===== config.mk =====
export PLATFORM = sky130hd
export DESIGN_NAME = hopping_code_word_assembler
export DESIGN_NICKNAME = d
export VERILOG_FILES = /design/src/hcwa_pkg.sv /design/src/bit_fifo.sv /design/src/hopping_code_word_assembler.sv
export SDC_FILE = /design/constraint.sdc
export NUM_CORES = 1
export LEC_CHECK = 0
export BUFFER_PORTS_ARGS = -buffer_cell sky130_fd_sc_hd__buf_2
export CELL_PAD_IN_SITES_DETAIL_PLACEMENT = 1
export CELL_PAD_IN_SITES_GLOBAL_PLACEMENT = 1
export CORE_UTILIZATION = 43
export CTS_CLUSTER_DIAMETER = 60
export DETAILED_ROUTE_END_ITERATION = 6
export HOLD_SLACK_MARGIN = 0.03
export PLACE_DENSITY = 0.78
export SETUP_SLACK_MARGIN = 0.1
export SYNTH_ARGS = -nofsm -noshare
export SYNTH_HDL_FRONTEND = slang
export SYNTH_SLANG_ARGS = --single-unit

===== constraint.sdc =====
create_clock -name clk -period 3.6 [get_ports clk]
set_clock_uncertainty 0.2 [all_clocks]
set_input_delay 0.18 -clock clk [delete_from_list [all_inputs] [get_ports clk]]
set_output_delay 0.18 -clock clk [all_outputs]
set_load 0.03 [all_outputs]

===== src/hcwa_pkg.sv =====
package hcwa_pkg;
  // ****************************************
  // Code word layout
  // ****************************************
  localparam int HOP_W = 32;
  localparam int FIXED_W = 32;
  localparam int STATUS_SHORT_W = 3;
  localparam int STATUS_LONG_W = 5;
  localparam int FRAME_W = HOP_W + FIXED_W + STATUS_LONG_W;
  localparam logic [6:0] WORD_LEN_SHORT = 7'(HOP_W + FIXED_W + STATUS_SHORT_W);
  localparam logic [6:0] WORD_LEN_LONG = 7'(HOP_W + FIXED_W + STATUS_LONG_W);
  localparam logic [6:0] FIXED_START = 7'(HOP_W);
  localparam int SERIAL_W = 32;
  localparam int SERIAL_SHORT_W = 28;
  localparam int FUNC_W = 4;
  localparam int BUTTONS = 6;
  localparam int DISCRIMINATION_VALUE_W = 10;
  localparam int COUNT_W = 20;

  // ****************************************
  // Hopping portion fields, short counter
  // ****************************************
  localparam int CNT_SHORT_W = 16;
  localparam int DISCRIMINATION_VALUE_SHORT_LSB = 16;
  localparam int DISCRIMINATION_VALUE_LONG_W = 10;
  localparam int OVF_LSB = 26;
  localparam int FUNC_LSB = 28;

  // ****************************************
  // Hopping portion fields, long counter
  // ****************************************
  localparam int DISCRIMINATION_VALUE_WIDE_LSB = 20;
  localparam int DISCRIMINATION_VALUE_NARROW_W = 8;

  // ****************************************
  // Status bit positions
  // ****************************************
  localparam int ST_LOW = 0;
  localparam int ST_CHK_LSB = 1;
  localparam int ST_QUE_LSB = 3;

  localparam logic [COUNT_W-1:0] COUNT_ZERO = 20'h00000;
  localparam logic [COUNT_W-1:0] COUNT_ONE = 20'h00001;
  localparam logic [COUNT_W-1:0] COUNT_WIDE_MAX = 20'hfffff;
  localparam logic [CNT_SHORT_W-1:0] COUNT_SHORT_MAX = 16'hffff;
  localparam logic [1:0] OVF_RESET = 2'h3;
  localparam int FIFO_DEPTH = 8;

  // Code of each button, indexed by button number
  localparam logic [BUTTONS-1:0][FUNC_W-1:0] BUTTON_CODE = {
    4'hd, 4'he, 4'h1, 4'h8, 4'h4, 4'h2
  };

  typedef enum logic [3:0] {
    IDLE = 4'h1,
    CRYPT = 4'h2,
    RAMP = 4'h4,
    SEND = 4'h8
  } phase_type;
endpackage


===== src/bit_fifo.sv =====
`timescale 1ns/1ps
module bit_fifo #(
  parameter int WIDTH = 1,
  parameter int DEPTH = 8
) (
  // Clock and reset
  input wire logic clk,
  input wire logic rst_b,
  // Fill side
  input wire logic inValid,
  output logic inReady,
  input wire logic [WIDTH-1:0] inData,
  // Drain side
  output logic outValid,
  input wire logic outReady,
  output logic [WIDTH-1:0] outData
);
  localparam int PTR_W = (DEPTH > 1) ? $clog2(DEPTH) : 1;
  localparam int CNT_W = $clog2(DEPTH + 1);
  localparam logic [PTR_W-1:0] LAST = PTR_W'(DEPTH - 1);
  localparam logic [PTR_W-1:0] PTR_ONE = PTR_W'(1);
  localparam logic [CNT_W-1:0] FULL = CNT_W'(DEPTH);
  localparam logic [CNT_W-1:0] CNT_ONE = CNT_W'(1);

  typedef struct packed {
    logic [DEPTH-1:0][WIDTH-1:0] mem;
    logic [PTR_W-1:0] wrPtr;
    logic [PTR_W-1:0] rdPtr;
    logic [CNT_W-1:0] count;
  } fifo_type;

  fifo_type s;
  fifo_type next_s;
  logic push;
  logic pop;

  assign inReady = s.count != FULL;
  assign outValid = s.count != '0;
  assign outData = s.mem[s.rdPtr];
  assign push = inValid && inReady;
  assign pop = outValid && outReady;

  always_comb begin
    next_s = s;
    if (push) begin
      next_s.mem[s.wrPtr] = inData;
      next_s.wrPtr = (s.wrPtr == LAST) ? '0 : s.wrPtr + PTR_ONE;
    end
    if (pop) begin
      next_s.rdPtr = (s.rdPtr == LAST) ? '0 : s.rdPtr + PTR_ONE;
    end
    if (push && !pop) begin
      next_s.count = s.count + CNT_ONE;
    end else if (pop && !push) begin
      next_s.count = s.count - CNT_ONE;
    end
  end

  always_ff @(posedge clk or negedge rst_b) begin
    if (!rst_b) begin
      s <= '0;
    end else begin
      s <= next_s;
    end
  end
endmodule


===== src/hopping_code_word_assembler.sv =====
`timescale 1ns/1ps
module hopping_code_word_assembler #(
  parameter int DEPTH = hcwa_pkg::FIFO_DEPTH
) (
  // Clock and reset
  input wire logic clk,
  input wire logic rst_b,
  // Buttons and configuration select
  input wire logic shift,
  input wire logic pressDone,
  input wire logic [hcwa_pkg::BUTTONS-1:0] buttons,
  input wire logic resend,
  output logic busy,
  // Per-configuration stored values, index 0 is the first configuration
  input wire logic [1:0][hcwa_pkg::SERIAL_W-1:0] serialNumber,
  input wire logic [1:0][hcwa_pkg::DISCRIMINATION_VALUE_W-1:0] discriminationValue,
  input wire logic [1:0] extendedSerialOption,
  input wire logic [1:0] queueBitsOption,
  // Device options
  input wire logic counterWidthOption,
  input wire logic lowSupplyLatchOption,
  input wire logic tripPointOption,
  input wire logic waitOption,
  // Counter programming
  input wire logic progWrite,
  input wire logic progSel,
  input wire logic [hcwa_pkg::COUNT_W-1:0] progCount,
  input wire logic [1:0] progOverflow,
  // Supply monitor and regulator
  input wire logic lowSupplyRaw,
  output logic tripHigh,
  output logic lowSupplyFlag,
  input wire logic regulatorReady,
  input wire logic [1:0] queueCount,
  // Cipher engine
  output logic cipherReq,
  output logic cipherKeySel,
  output logic [hcwa_pkg::HOP_W-1:0] cipherData,
  input wire logic cipherDone,
  input wire logic [hcwa_pkg::HOP_W-1:0] cipherResult,
  // Held word and counter state
  output logic [hcwa_pkg::HOP_W-1:0] hopCode,
  output logic [hcwa_pkg::COUNT_W-1:0] wordCount,
  output logic [1:0][1:0] overflowState,
  // Serial bit stream
  output logic txValid,
  input wire logic txReady,
  output logic txBit
);
  import hcwa_pkg::*;

  typedef struct packed {
    phase_type phase;
    logic [1:0][COUNT_W-1:0] syncCount;
    logic [1:0][1:0] overflowFlags;
    logic cfg;
    logic [FUNC_W-1:0] funcCode;
    logic [HOP_W-1:0] plain;
    logic [HOP_W-1:0] hop;
    logic [FIXED_W-1:0] fixedPart;
    logic [STATUS_LONG_W-1:0] status;
    logic [6:0] bitIdx;
    logic [6:0] wordLen;
    logic cipherReq;
    logic lowLatch;
    logic haveWord;
  } core_type;

  core_type s;
  core_type next_s;
  logic [FUNC_W-1:0] pressCode;
  logic [COUNT_W-1:0] curCount;
  logic [COUNT_W-1:0] newCount;
  logic [1:0] newFlags;
  logic wrapShort;
  logic [HOP_W-1:0] newPlain;
  logic [FIXED_W-1:0] newFixed;
  logic [STATUS_LONG_W-1:0] newStatus;
  logic [FRAME_W-1:0] frame;
  logic pushValid;
  logic pushReady;
  logic pushBit;

  // ****************************************
  // Function code
  // ****************************************
  always_comb begin
    pressCode = '0;
    for (int i = 0; i < BUTTONS; i++) begin
      if (buttons[i]) begin
        pressCode = pressCode | BUTTON_CODE[i];
      end
    end
  end

  // ****************************************
  // Counter advance of the selected configuration
  // ****************************************
  always_comb begin
    curCount = s.syncCount[shift];
    newFlags = s.overflowFlags[shift];
    wrapShort = curCount[CNT_SHORT_W-1:0] == COUNT_SHORT_MAX;
    if (counterWidthOption) begin
      newCount = (curCount == COUNT_WIDE_MAX) ? COUNT_ZERO : curCount + COUNT_ONE;
    end else begin
      newCount = {4'h0, curCount[CNT_SHORT_W-1:0] + 16'h0001};
      if (wrapShort) begin
        // A flag already clear stays clear, so two wraps are all it can show
        if (newFlags[0]) begin
          newFlags[0] = 1'b0;
        end else begin
          newFlags[1] = 1'b0;
        end
      end
    end
    newPlain = '0;
    newPlain[FUNC_LSB +: FUNC_W] = pressCode;
    if (counterWidthOption) begin
      newPlain[COUNT_W-1:0] = newCount;
      newPlain[DISCRIMINATION_VALUE_WIDE_LSB +: DISCRIMINATION_VALUE_NARROW_W] = discriminationValue[shift][DISCRIMINATION_VALUE_NARROW_W-1:0];
    end else begin
      newPlain[CNT_SHORT_W-1:0] = newCount[CNT_SHORT_W-1:0];
      newPlain[DISCRIMINATION_VALUE_SHORT_LSB +: DISCRIMINATION_VALUE_LONG_W] = discriminationValue[shift];
      newPlain[OVF_LSB +: 2] = newFlags;
    end
  end

  // ****************************************
  // Fixed portion and status
  // ****************************************
  always_comb begin
    if (extendedSerialOption[s.cfg]) begin
      newFixed = serialNumber[s.cfg];
    end else begin
      newFixed = {s.funcCode, serialNumber[s.cfg][SERIAL_SHORT_W-1:0]};
    end
    newStatus = '0;
    newStatus[ST_LOW] = lowSupplyFlag;
    newStatus[ST_CHK_LSB] = ^s.hop;
    newStatus[ST_CHK_LSB+1] = ^s.fixedPart;
    if (queueBitsOption[s.cfg]) begin
      newStatus[ST_QUE_LSB +: 2] = queueCount;
    end
  end

  assign frame = {s.status, s.fixedPart, s.hop};
  assign pushBit = frame[s.bitIdx];
  assign pushValid = s.phase == SEND;

  // ****************************************
  // Sequencer
  // ****************************************
  always_comb begin
    next_s = s;
    next_s.cipherReq = 1'b0;
    // Latch only follows the detector while the option is on
    next_s.lowLatch = lowSupplyLatchOption && (s.lowLatch || lowSupplyRaw);
    unique case (s.phase)
      IDLE: begin
        if (pressDone) begin
          next_s.cfg = shift;
          next_s.funcCode = pressCode;
          next_s.syncCount[shift] = newCount;
          next_s.overflowFlags[shift] = newFlags;
          next_s.plain = newPlain;
          next_s.cipherReq = 1'b1;
          next_s.phase = CRYPT;
        end else if (progWrite) begin
          next_s.syncCount[progSel] = progCount;
          next_s.overflowFlags[progSel] = progOverflow;
        end else if (resend && s.haveWord) begin
          next_s.status = newStatus;
          next_s.bitIdx = '0;
          next_s.phase = RAMP;
        end
      end
      CRYPT: begin
        if (cipherDone) begin
          next_s.hop = cipherResult;
          next_s.haveWord = 1'b1;
          next_s.phase = RAMP;
          next_s.bitIdx = '0;
          next_s.fixedPart = newFixed;
          next_s.status[ST_LOW] = lowSupplyFlag;
          next_s.status[ST_CHK_LSB] = ^cipherResult;
          next_s.status[ST_CHK_LSB+1] = ^next_s.fixedPart;
          next_s.status[ST_QUE_LSB +: 2] = queueBitsOption[s.cfg] ? queueCount : 2'h0;
        end
      end
      RAMP: begin
        next_s.wordLen = queueBitsOption[s.cfg] ? WORD_LEN_LONG : WORD_LEN_SHORT;
        if (!waitOption || regulatorReady) begin
          next_s.phase = SEND;
        end
      end
      SEND: begin
        if (pushReady) begin
          next_s.bitIdx = s.bitIdx + 7'h01;
          if (s.bitIdx == s.wordLen - 7'h01) begin
            next_s.phase = IDLE;
          end
        end
      end
    endcase
  end

  always_ff @(posedge clk or negedge rst_b) begin
    if (!rst_b) begin
      s <= '0;
      s.phase <= IDLE;
      s.overflowFlags <= {OVF_RESET, OVF_RESET};
      s.wordLen <= WORD_LEN_SHORT;
    end else begin
      s <= next_s;
    end
  end

  // Decouples the sequencer from a modulator that may stall at any bit
  bit_fifo #(
    .WIDTH(1),
    .DEPTH(DEPTH)
  ) u_fifo (
    .clk(clk),
    .rst_b(rst_b),
    .inValid(pushValid),
    .inReady(pushReady),
    .inData(pushBit),
    .outValid(txValid),
    .outReady(txReady),
    .outData(txBit)
  );

  assign busy = s.phase != IDLE;
  assign tripHigh = tripPointOption;
  assign lowSupplyFlag = s.lowLatch || lowSupplyRaw;
  assign cipherReq = s.cipherReq;
  assign cipherKeySel = s.cfg;
  assign cipherData = s.plain;
  assign hopCode = s.hop;
  assign wordCount = s.syncCount[s.cfg];
  assign overflowState = s.overflowFlags;

  // ****************************************
  // Checks
  // ****************************************
  property p_cfgSelect;
    @(posedge clk) disable iff (!rst_b)
    (s.phase == IDLE && pressDone) |=> (cipherKeySel == $past(shift) && cipherReq);
  endproperty
  a_cfgSelect: assert property (p_cfgSelect) else $error("wrong configuration used");

  property p_hopHold;
    @(posedge clk) disable iff (!rst_b)
    !(s.phase == CRYPT && cipherDone) |=> $stable(hopCode);
  endproperty
  a_hopHold: assert property (p_hopHold) else $error("hop changed between presses");

  property p_short;
    @(posedge clk) disable iff (!rst_b)
    (cipherReq && !counterWidthOption) |->
      (cipherData[CNT_SHORT_W-1:0] == wordCount[CNT_SHORT_W-1:0] &&
       cipherData[OVF_LSB +: 2] == overflowState[s.cfg]);
  endproperty
  a_short: assert property (p_short) else $error("short counter layout wrong");

  property p_wide;
    @(posedge clk) disable iff (!rst_b)
    (cipherReq && counterWidthOption) |->
      (cipherData[COUNT_W-1:0] == wordCount && cipherData[FUNC_LSB +: FUNC_W] == s.funcCode);
  endproperty
  a_wide: assert property (p_wide) else $error("long counter layout wrong");

  property p_flagsFall;
    @(posedge clk) disable iff (!rst_b)
    !$past(progWrite) |-> ((overflowState & ~$past(overflowState)) == 4'h0);
  endproperty
  a_flagsFall: assert property (p_flagsFall) else $error("overflow flag set again");

  property p_wordLen;
    @(posedge clk) disable iff (!rst_b)
    (s.phase == SEND) |-> (s.wordLen == (queueBitsOption[s.cfg] ? WORD_LEN_LONG : WORD_LEN_SHORT));
  endproperty
  a_wordLen: assert property (p_wordLen) else $error("status length wrong");

  property p_order;
    @(posedge clk) disable iff (!rst_b)
    (pushValid && s.bitIdx == FIXED_START) |-> (pushBit == s.fixedPart[0]);
  endproperty
  a_order: assert property (p_order) else $error("fixed part out of place");

  property p_lsbFirst;
    @(posedge clk) disable iff (!rst_b)
    $rose(pushValid) |-> (s.bitIdx == 7'h00 && pushBit == hopCode[0]);
  endproperty
  a_lsbFirst: assert property (p_lsbFirst) else $error("first bit not hop lsb");

  property p_ramp;
    @(posedge clk) disable iff (!rst_b)
    (s.phase == RAMP && waitOption && !regulatorReady) |=> (s.phase == RAMP);
  endproperty
  a_ramp: assert property (p_ramp) else $error("sent before regulator ready");

  property p_latch;
    @(posedge clk) disable iff (!rst_b)
    (lowSupplyLatchOption && lowSupplyRaw) ##1 lowSupplyLatchOption |-> lowSupplyFlag;
  endproperty
  a_latch: assert property (p_latch) else $error("low supply not latched");

  property p_wordEnd;
    @(posedge clk) disable iff (!rst_b)
    (pushValid && pushReady && s.bitIdx == s.wordLen - 7'h01) |=> (s.phase == IDLE);
  endproperty
  a_wordEnd: assert property (p_wordEnd) else $error("word did not end");
endmodule


# Word-level counts from Yosys, hierarchy flattened
# Index checks and enable logic that the tools add are counted.
[word_totals]
ff_bits = 189
inputBits = 165
output_inout_bits = 95
wordCells = 163
[classes]
mux = 70
n_reduce_logical = 29
n_eq_ne = 20
addsub = 8
n_lt_le_gt_ge = 9
[ops]
columns = ["op", "count"]
rows = [
  ["$mux 20", 8],
  ["$reduce_xor 32->1", 4],
  ["$mux 32", 3],
  ["$bwmux 40", 2],
  ["$mux 12", 4],
  ["$mux 48", 1],
  ["$mux 4", 11],
  ["$mux 44", 1],
  ["$demux 20 s1", 2],
  ["$mux 28", 1],
  ["$pmux 7 s3", 1],
  ["$add 20x1->20 const B", 1],
  ["$eq 20x20->1 const B", 1],
  ["$mux 10", 2],
  ["$add 16x1->16 const B", 1],
  ["$eq 16x16->1 const B", 1],
  ["$mux 2", 8],
  ["$pmux 4 s4", 1],
  ["$ne 2x2->1 const B", 7],
  ["$mux 3", 4],
  ["$reduce_and 6->1", 2],
  ["$mux 1", 11],
  ["$pmux 5 s2", 1],
  ["$logic_and 1x1->1", 9],
  ["other kinds (33)", 49],
]

# Depth between registers and ports, before layout
[logic_depth]
depth_word = 8
ltp_mapped = 16
depth_no_buf = 12

# Hierarchy
# Synthesis repeated with hierarchy kept, for this count alone.
[hier_totals]
hier_cells = 1163
area_unflattened_um2 = 11793.8
[modules_own_cells]
columns = ["mod", "area_each_um2", "seq_area_each_um2", "instances", "cells_per_inst"]
rows = [
  ["hopping_code_word_assembler", 10714.0, 4061.4, 1, 1075],
  ["bit_fifo", 1079.8, 450.4, 1, 88],
]

# Worst setup path before layout
# OpenSTA, ideal clock, no wires.
[synth_timing]
kind = "input port to flip-flop"
startpoint = "input port shift"
endpoint = "register s[158] (netlist name)"
setup_slack_ns = 0.140
path_buffers = 6
cell_stages = 16
setup_time_ns = 0.137
required_ns = 3.263
arrival_time_ns = 3.123
path_cell_list = "buf_6 > buf_6 > clkbuf_1 > clkbuf_1 > mux2i_1 > inv_1 > ha_1 > o21ai_1 > or4b_1 > buf_6 > or2_1 > clkbuf_1 > nand2_1 > nor2_1 > a21oi_1 > a21oi_1"
[synth_via]
elab_chain_len = 7
word_cells_on_any_way = 14
cone_classes = "add/sub: 2; order compare: 2; eq/ne: 1; mux: 8; reduce/logical: 1"
[synth_lines]
columns = ["element", "line_no", "text"]
rows = [
  ["start, declared", "hopping_code_word_assembler.sv:9", "input wire logic shift,"],
  ["$mux 20 (implied by the code) (2 in a row)", "hopping_code_word_assembler.sv:100", "curCount = s.syncCount[shift];"],
  ["$add 20x1->20 / $eq 20x20->1 (equally long branches)", "hopping_code_word_assembler.sv:104", "newCount = (curCount == COUNT_WIDE_MAX) ? COUNT_ZERO : curCount + COUNT_ONE;"],
  ["$mux 20", "hopping_code_word_assembler.sv:104", ""],
  ["$mux 20", "hopping_code_word_assembler.sv:103", "if (counterWidthOption) begin"],
  ["$bwmux 40 (*)", "hopping_code_word_assembler.sv:163", "next_s.syncCount[shift] = newCount;"],
  ["$mux 48 (*)", "hopping_code_word_assembler.sv:160", "if (pressDone) begin"],
  ["end signal, assigned", "hopping_code_word_assembler.sv:214", "s <= next_s;"],
  ["end, declared", "hopping_code_word_assembler.sv:69", "core_type s;"],
]
# Every way passes the cells marked *; elsewhere a longest branch is shown, timed or not. The select of a mux whose other input is x is not followed.
# A chain may end at the register's enable or synchronous reset.

# Worst setup path after layout
[layout_timing]
startpoint = "register s[138] (netlist name)"
endpoint = "register s[150] (netlist name)"
[layout_via]
elab_chain_len = 7
[layout_lines]
columns = ["element", "line_no"]
rows = [
  ["$mux 20 (implied by the code) (2 in a row)", "hopping_code_word_assembler.sv:100"],
  ["$eq 20x20->1", "hopping_code_word_assembler.sv:104"],
  ["$mux 20", "hopping_code_word_assembler.sv:104"],
  ["$mux 20", "hopping_code_word_assembler.sv:103"],
  ["$bwmux 40", "hopping_code_word_assembler.sv:163"],
  ["$mux 48", "hopping_code_word_assembler.sv:160"],
]
# Every way passes these cells. The select of a mux whose other input is x is not followed.

==> flow_metrics.env <==
export IMPL_path_clk_slew_ns=0.08
export IMPL_rsz0062_at_grt="false"
export IMPL_dpl_hpwl_um=25500
export IMPL_io_buffers=257
export IMPL_endpoint_kind="register"
export IMPL_gr_total_overflow=0
export IMPL_p_sw_mw=6.16
export IMPL_clockBufferDepth=2
export IMPL_clockRootBuffer="clkbuf_16"
export IMPL_synth_seq_cells=180
export IMPL_grt_total_usage=0.300
export IMPL_drv_slew=0
export IMPL_layout_nets=1655
export IMPL_avgRoutedWirePerCell_um=22.1
export IMPL_worstMarginPinSlew_ns=1.04
export IMPL_syn_area_sq_um=11700
export IMPL_syn_area_per_cell_sq_um=10.1
export IMPL_worstSetupPathType="reg -> reg"
export IMPL_clock_fmax_mhz=301
export IMPL_post_route_period_util=0.922
export IMPL_crit_arrival_ns=3.44
export IMPL_rows=59
export IMPL_die_h_um=167
export IMPL_fin_setup_tns_ns=0
export IMPL_status="complete, no violations"
export IMPL_seq_area_frac_synth=0.386
export IMPL_p_total_mw=13.6
export IMPL_instances_no_fill=1829
export IMPL_yosys_area_top_type="dfrtp_1"
export IMPL_clkLatencyLatePin_ns=0.45
export IMPL_first_iter_violations=618
export IMPL_place_inst=1641
export IMPL_grt_antenna_before_repair=1
export IMPL_p_comb_frac=0.557
export IMPL_p_leak_nw=6.78
export IMPL_htree_levels=4
export IMPL_ant_nets=0
export IMPL_cts_setup_buffers=0
export IMPL_syn_to_final_growth_pct=28.5
export IMPL_vias=10300
export IMPL_synthCells=1155
export IMPL_synth_top_cells_by_count="174 x dfrtp_1, 124 x xnor2_1, 121 x nand2_1"
export IMPL_place_congestion=0.839
export IMPL_swShare=0.452
export IMPL_start_util=0.443
export IMPL_syn_num_nets=1330
export IMPL_die_w_um=167
export IMPL_powerDensity_nw_per_um2=907
export IMPL_p_int_mw=7.48
export IMPL_cp_required_ns=3.72
export IMPL_n_fill_cell=2933
export IMPL_path_max_fanout=7
export IMPL_clkPwrFrac=0.149
export IMPL_cts_tree="yes"
export IMPL_core_area_sq_um=26400
export IMPL_power_frac_seq=0.294
export IMPL_grt_max_degree=94
export IMPL_slew_headroom=0.308
export IMPL_cap_violations=0
export IMPL_synth_edf_count=0
export IMPL_critPathLaunchType="register"
export IMPL_yosys_warnings=0
export IMPL_async_flop_share=1.00
export IMPL_cts_resized=0
export IMPL_ys_flop_type="dfrtp_1"
export IMPL_cts_sinks=180
export IMPL_yosys_cell_types_count=68
export IMPL_setup_violations=0
export IMPL_hold_path_class="in -> reg"
export IMPL_period_needed_ns=3.32
export IMPL_dr_pass1_iters=5
export IMPL_peakVddDrop_mv=0.705
export IMPL_vias_per_cell=5.64
export IMPL_drc=0
export IMPL_yosys_top_cells_area="dfrtp_1 37%, xnor2_1 9.3%, mux2_2 7.7%, mux2i_1 6.6%, buf_4 4.4%"
export IMPL_die_area_sq_um=27800
export IMPL_ctsHoldBuffers=155
export IMPL_layout_drive_gt1_share=0.296
export IMPL_yosys_area_top_type_share=0.373
export IMPL_finalWirelength_um=40400
export IMPL_cts_buffers=17
export IMPL_grt_first_pass_wirelength_um=65200
export IMPL_hold_viol=0
export IMPL_post_synth_top_count_cell="dfrtp_1"
export IMPL_io_pins=260
export IMPL_grt_pass1_vias=11600
## final cells by class
type / count / area, sq um / share of cell area
Inverter: 12 / 45.0 / 0.00300
Multi-Input combinational cell: 832 / 6360 / 0.423
Sequential cell: 180 / 4520 / 0.301
Clock inverter: 14 / 190 / 0.0127
Timing Repair Buffer: 437 / 3060 / 0.204
Clock buffer: 18 / 429 / 0.0286
Tap cell: 335 / 419 / 0.0279
Antenna cell: 1 / 2.50 / 0.000167
## power groups by stage
stage	Combinational, mW	Sequential (mW)	Clock [mW]
floorplan	6.02	3.52	0
global placement	6.90	3.92	0
detailed placement	7.11	3.98	0
CTS	7.45	3.96	2.06
global route	8.16	4.14	2.13
finish	7.59	4.01	2.03
## final timing paths
check                                        end  depth (start not counted)                    from  slack, ns
worst max-delay path                      s[150]                          7                  s[138]       0.28
worst min-delay path              cipherData[19]                          4  discriminationValue[3]       0.05
worst max register to register            s[150]                          7                  s[138]       0.28
worst min register to register    cipherData[17]                          2          cipherData[17]       0.28
max in group asynchronous       overflowState[0]                          3                   rst_b       2.04
min in group asynchronous              frame[45]                          2                   rst_b       0.14
## metal layers
layer	routed length (um)	global-route usage	up-vias
li1	-	-	4631
met1	15800	0.348	5259
met2	21300	0.542	327
met3	1690	0.0504	101
met4	1560	0.130	0
met5	0	0	-
## layout by cell type (no fill, tap or decap), types with 44 or more instances in the layout
master and instances:
nand2_1 119, dfrtp_1 173, mux2i_1 77, xnor2_1 124
xor2_1 44, nor2_1 65, buf_2 256, mux2_2 80
dlygate4sd3_1 155, o21ai_0 76
## cells by family after synthesis
logic type      Yosys count  share of synthesized area
buf+inv                 143                     0.0711
simple gates            271                      0.112
xor+xnor                169                      0.128
mux                     178                      0.183
fa+ha+maj                10                     0.0113
compound gates          204                      0.109
flops                   180                      0.386
## stage by stage
step	setup WS, ns	hold WS (ns)	cell area, sq um	util
2_1_floorplan	0.140	-0.316	11700	-
3_3_place_gp	0.533	0.0827	12800	0.487
3_5_place_dp	0.466	0.0884	12800	0.487
4_1_cts	0.301	0.0358	15000	0.570
5_1_grt	0.103	0.0634	15000	0.570
6_report	0.279	0.0517	15000	0.570
## critical path, stage by stage (launching register included)
cell	delay, ns
dfrtp_1	0.43
nand3b_1	0.18
a221oi_4	0.41
or4b_1	0.72
or2_1	0.44
nand4_1	0.15
a31oi_1	0.08
dlygate4sd3_1	0.58
## registers in the layout, indices dropped and copies added (netlist names)
signal / count
frame: 37
hopCode: 32
cipherReq: 1
overflowState: 4
cipherKeySel: 1
s: 59
cipherData: 28
u_fifo.s: 18
(Power assumes the default switching activity.)
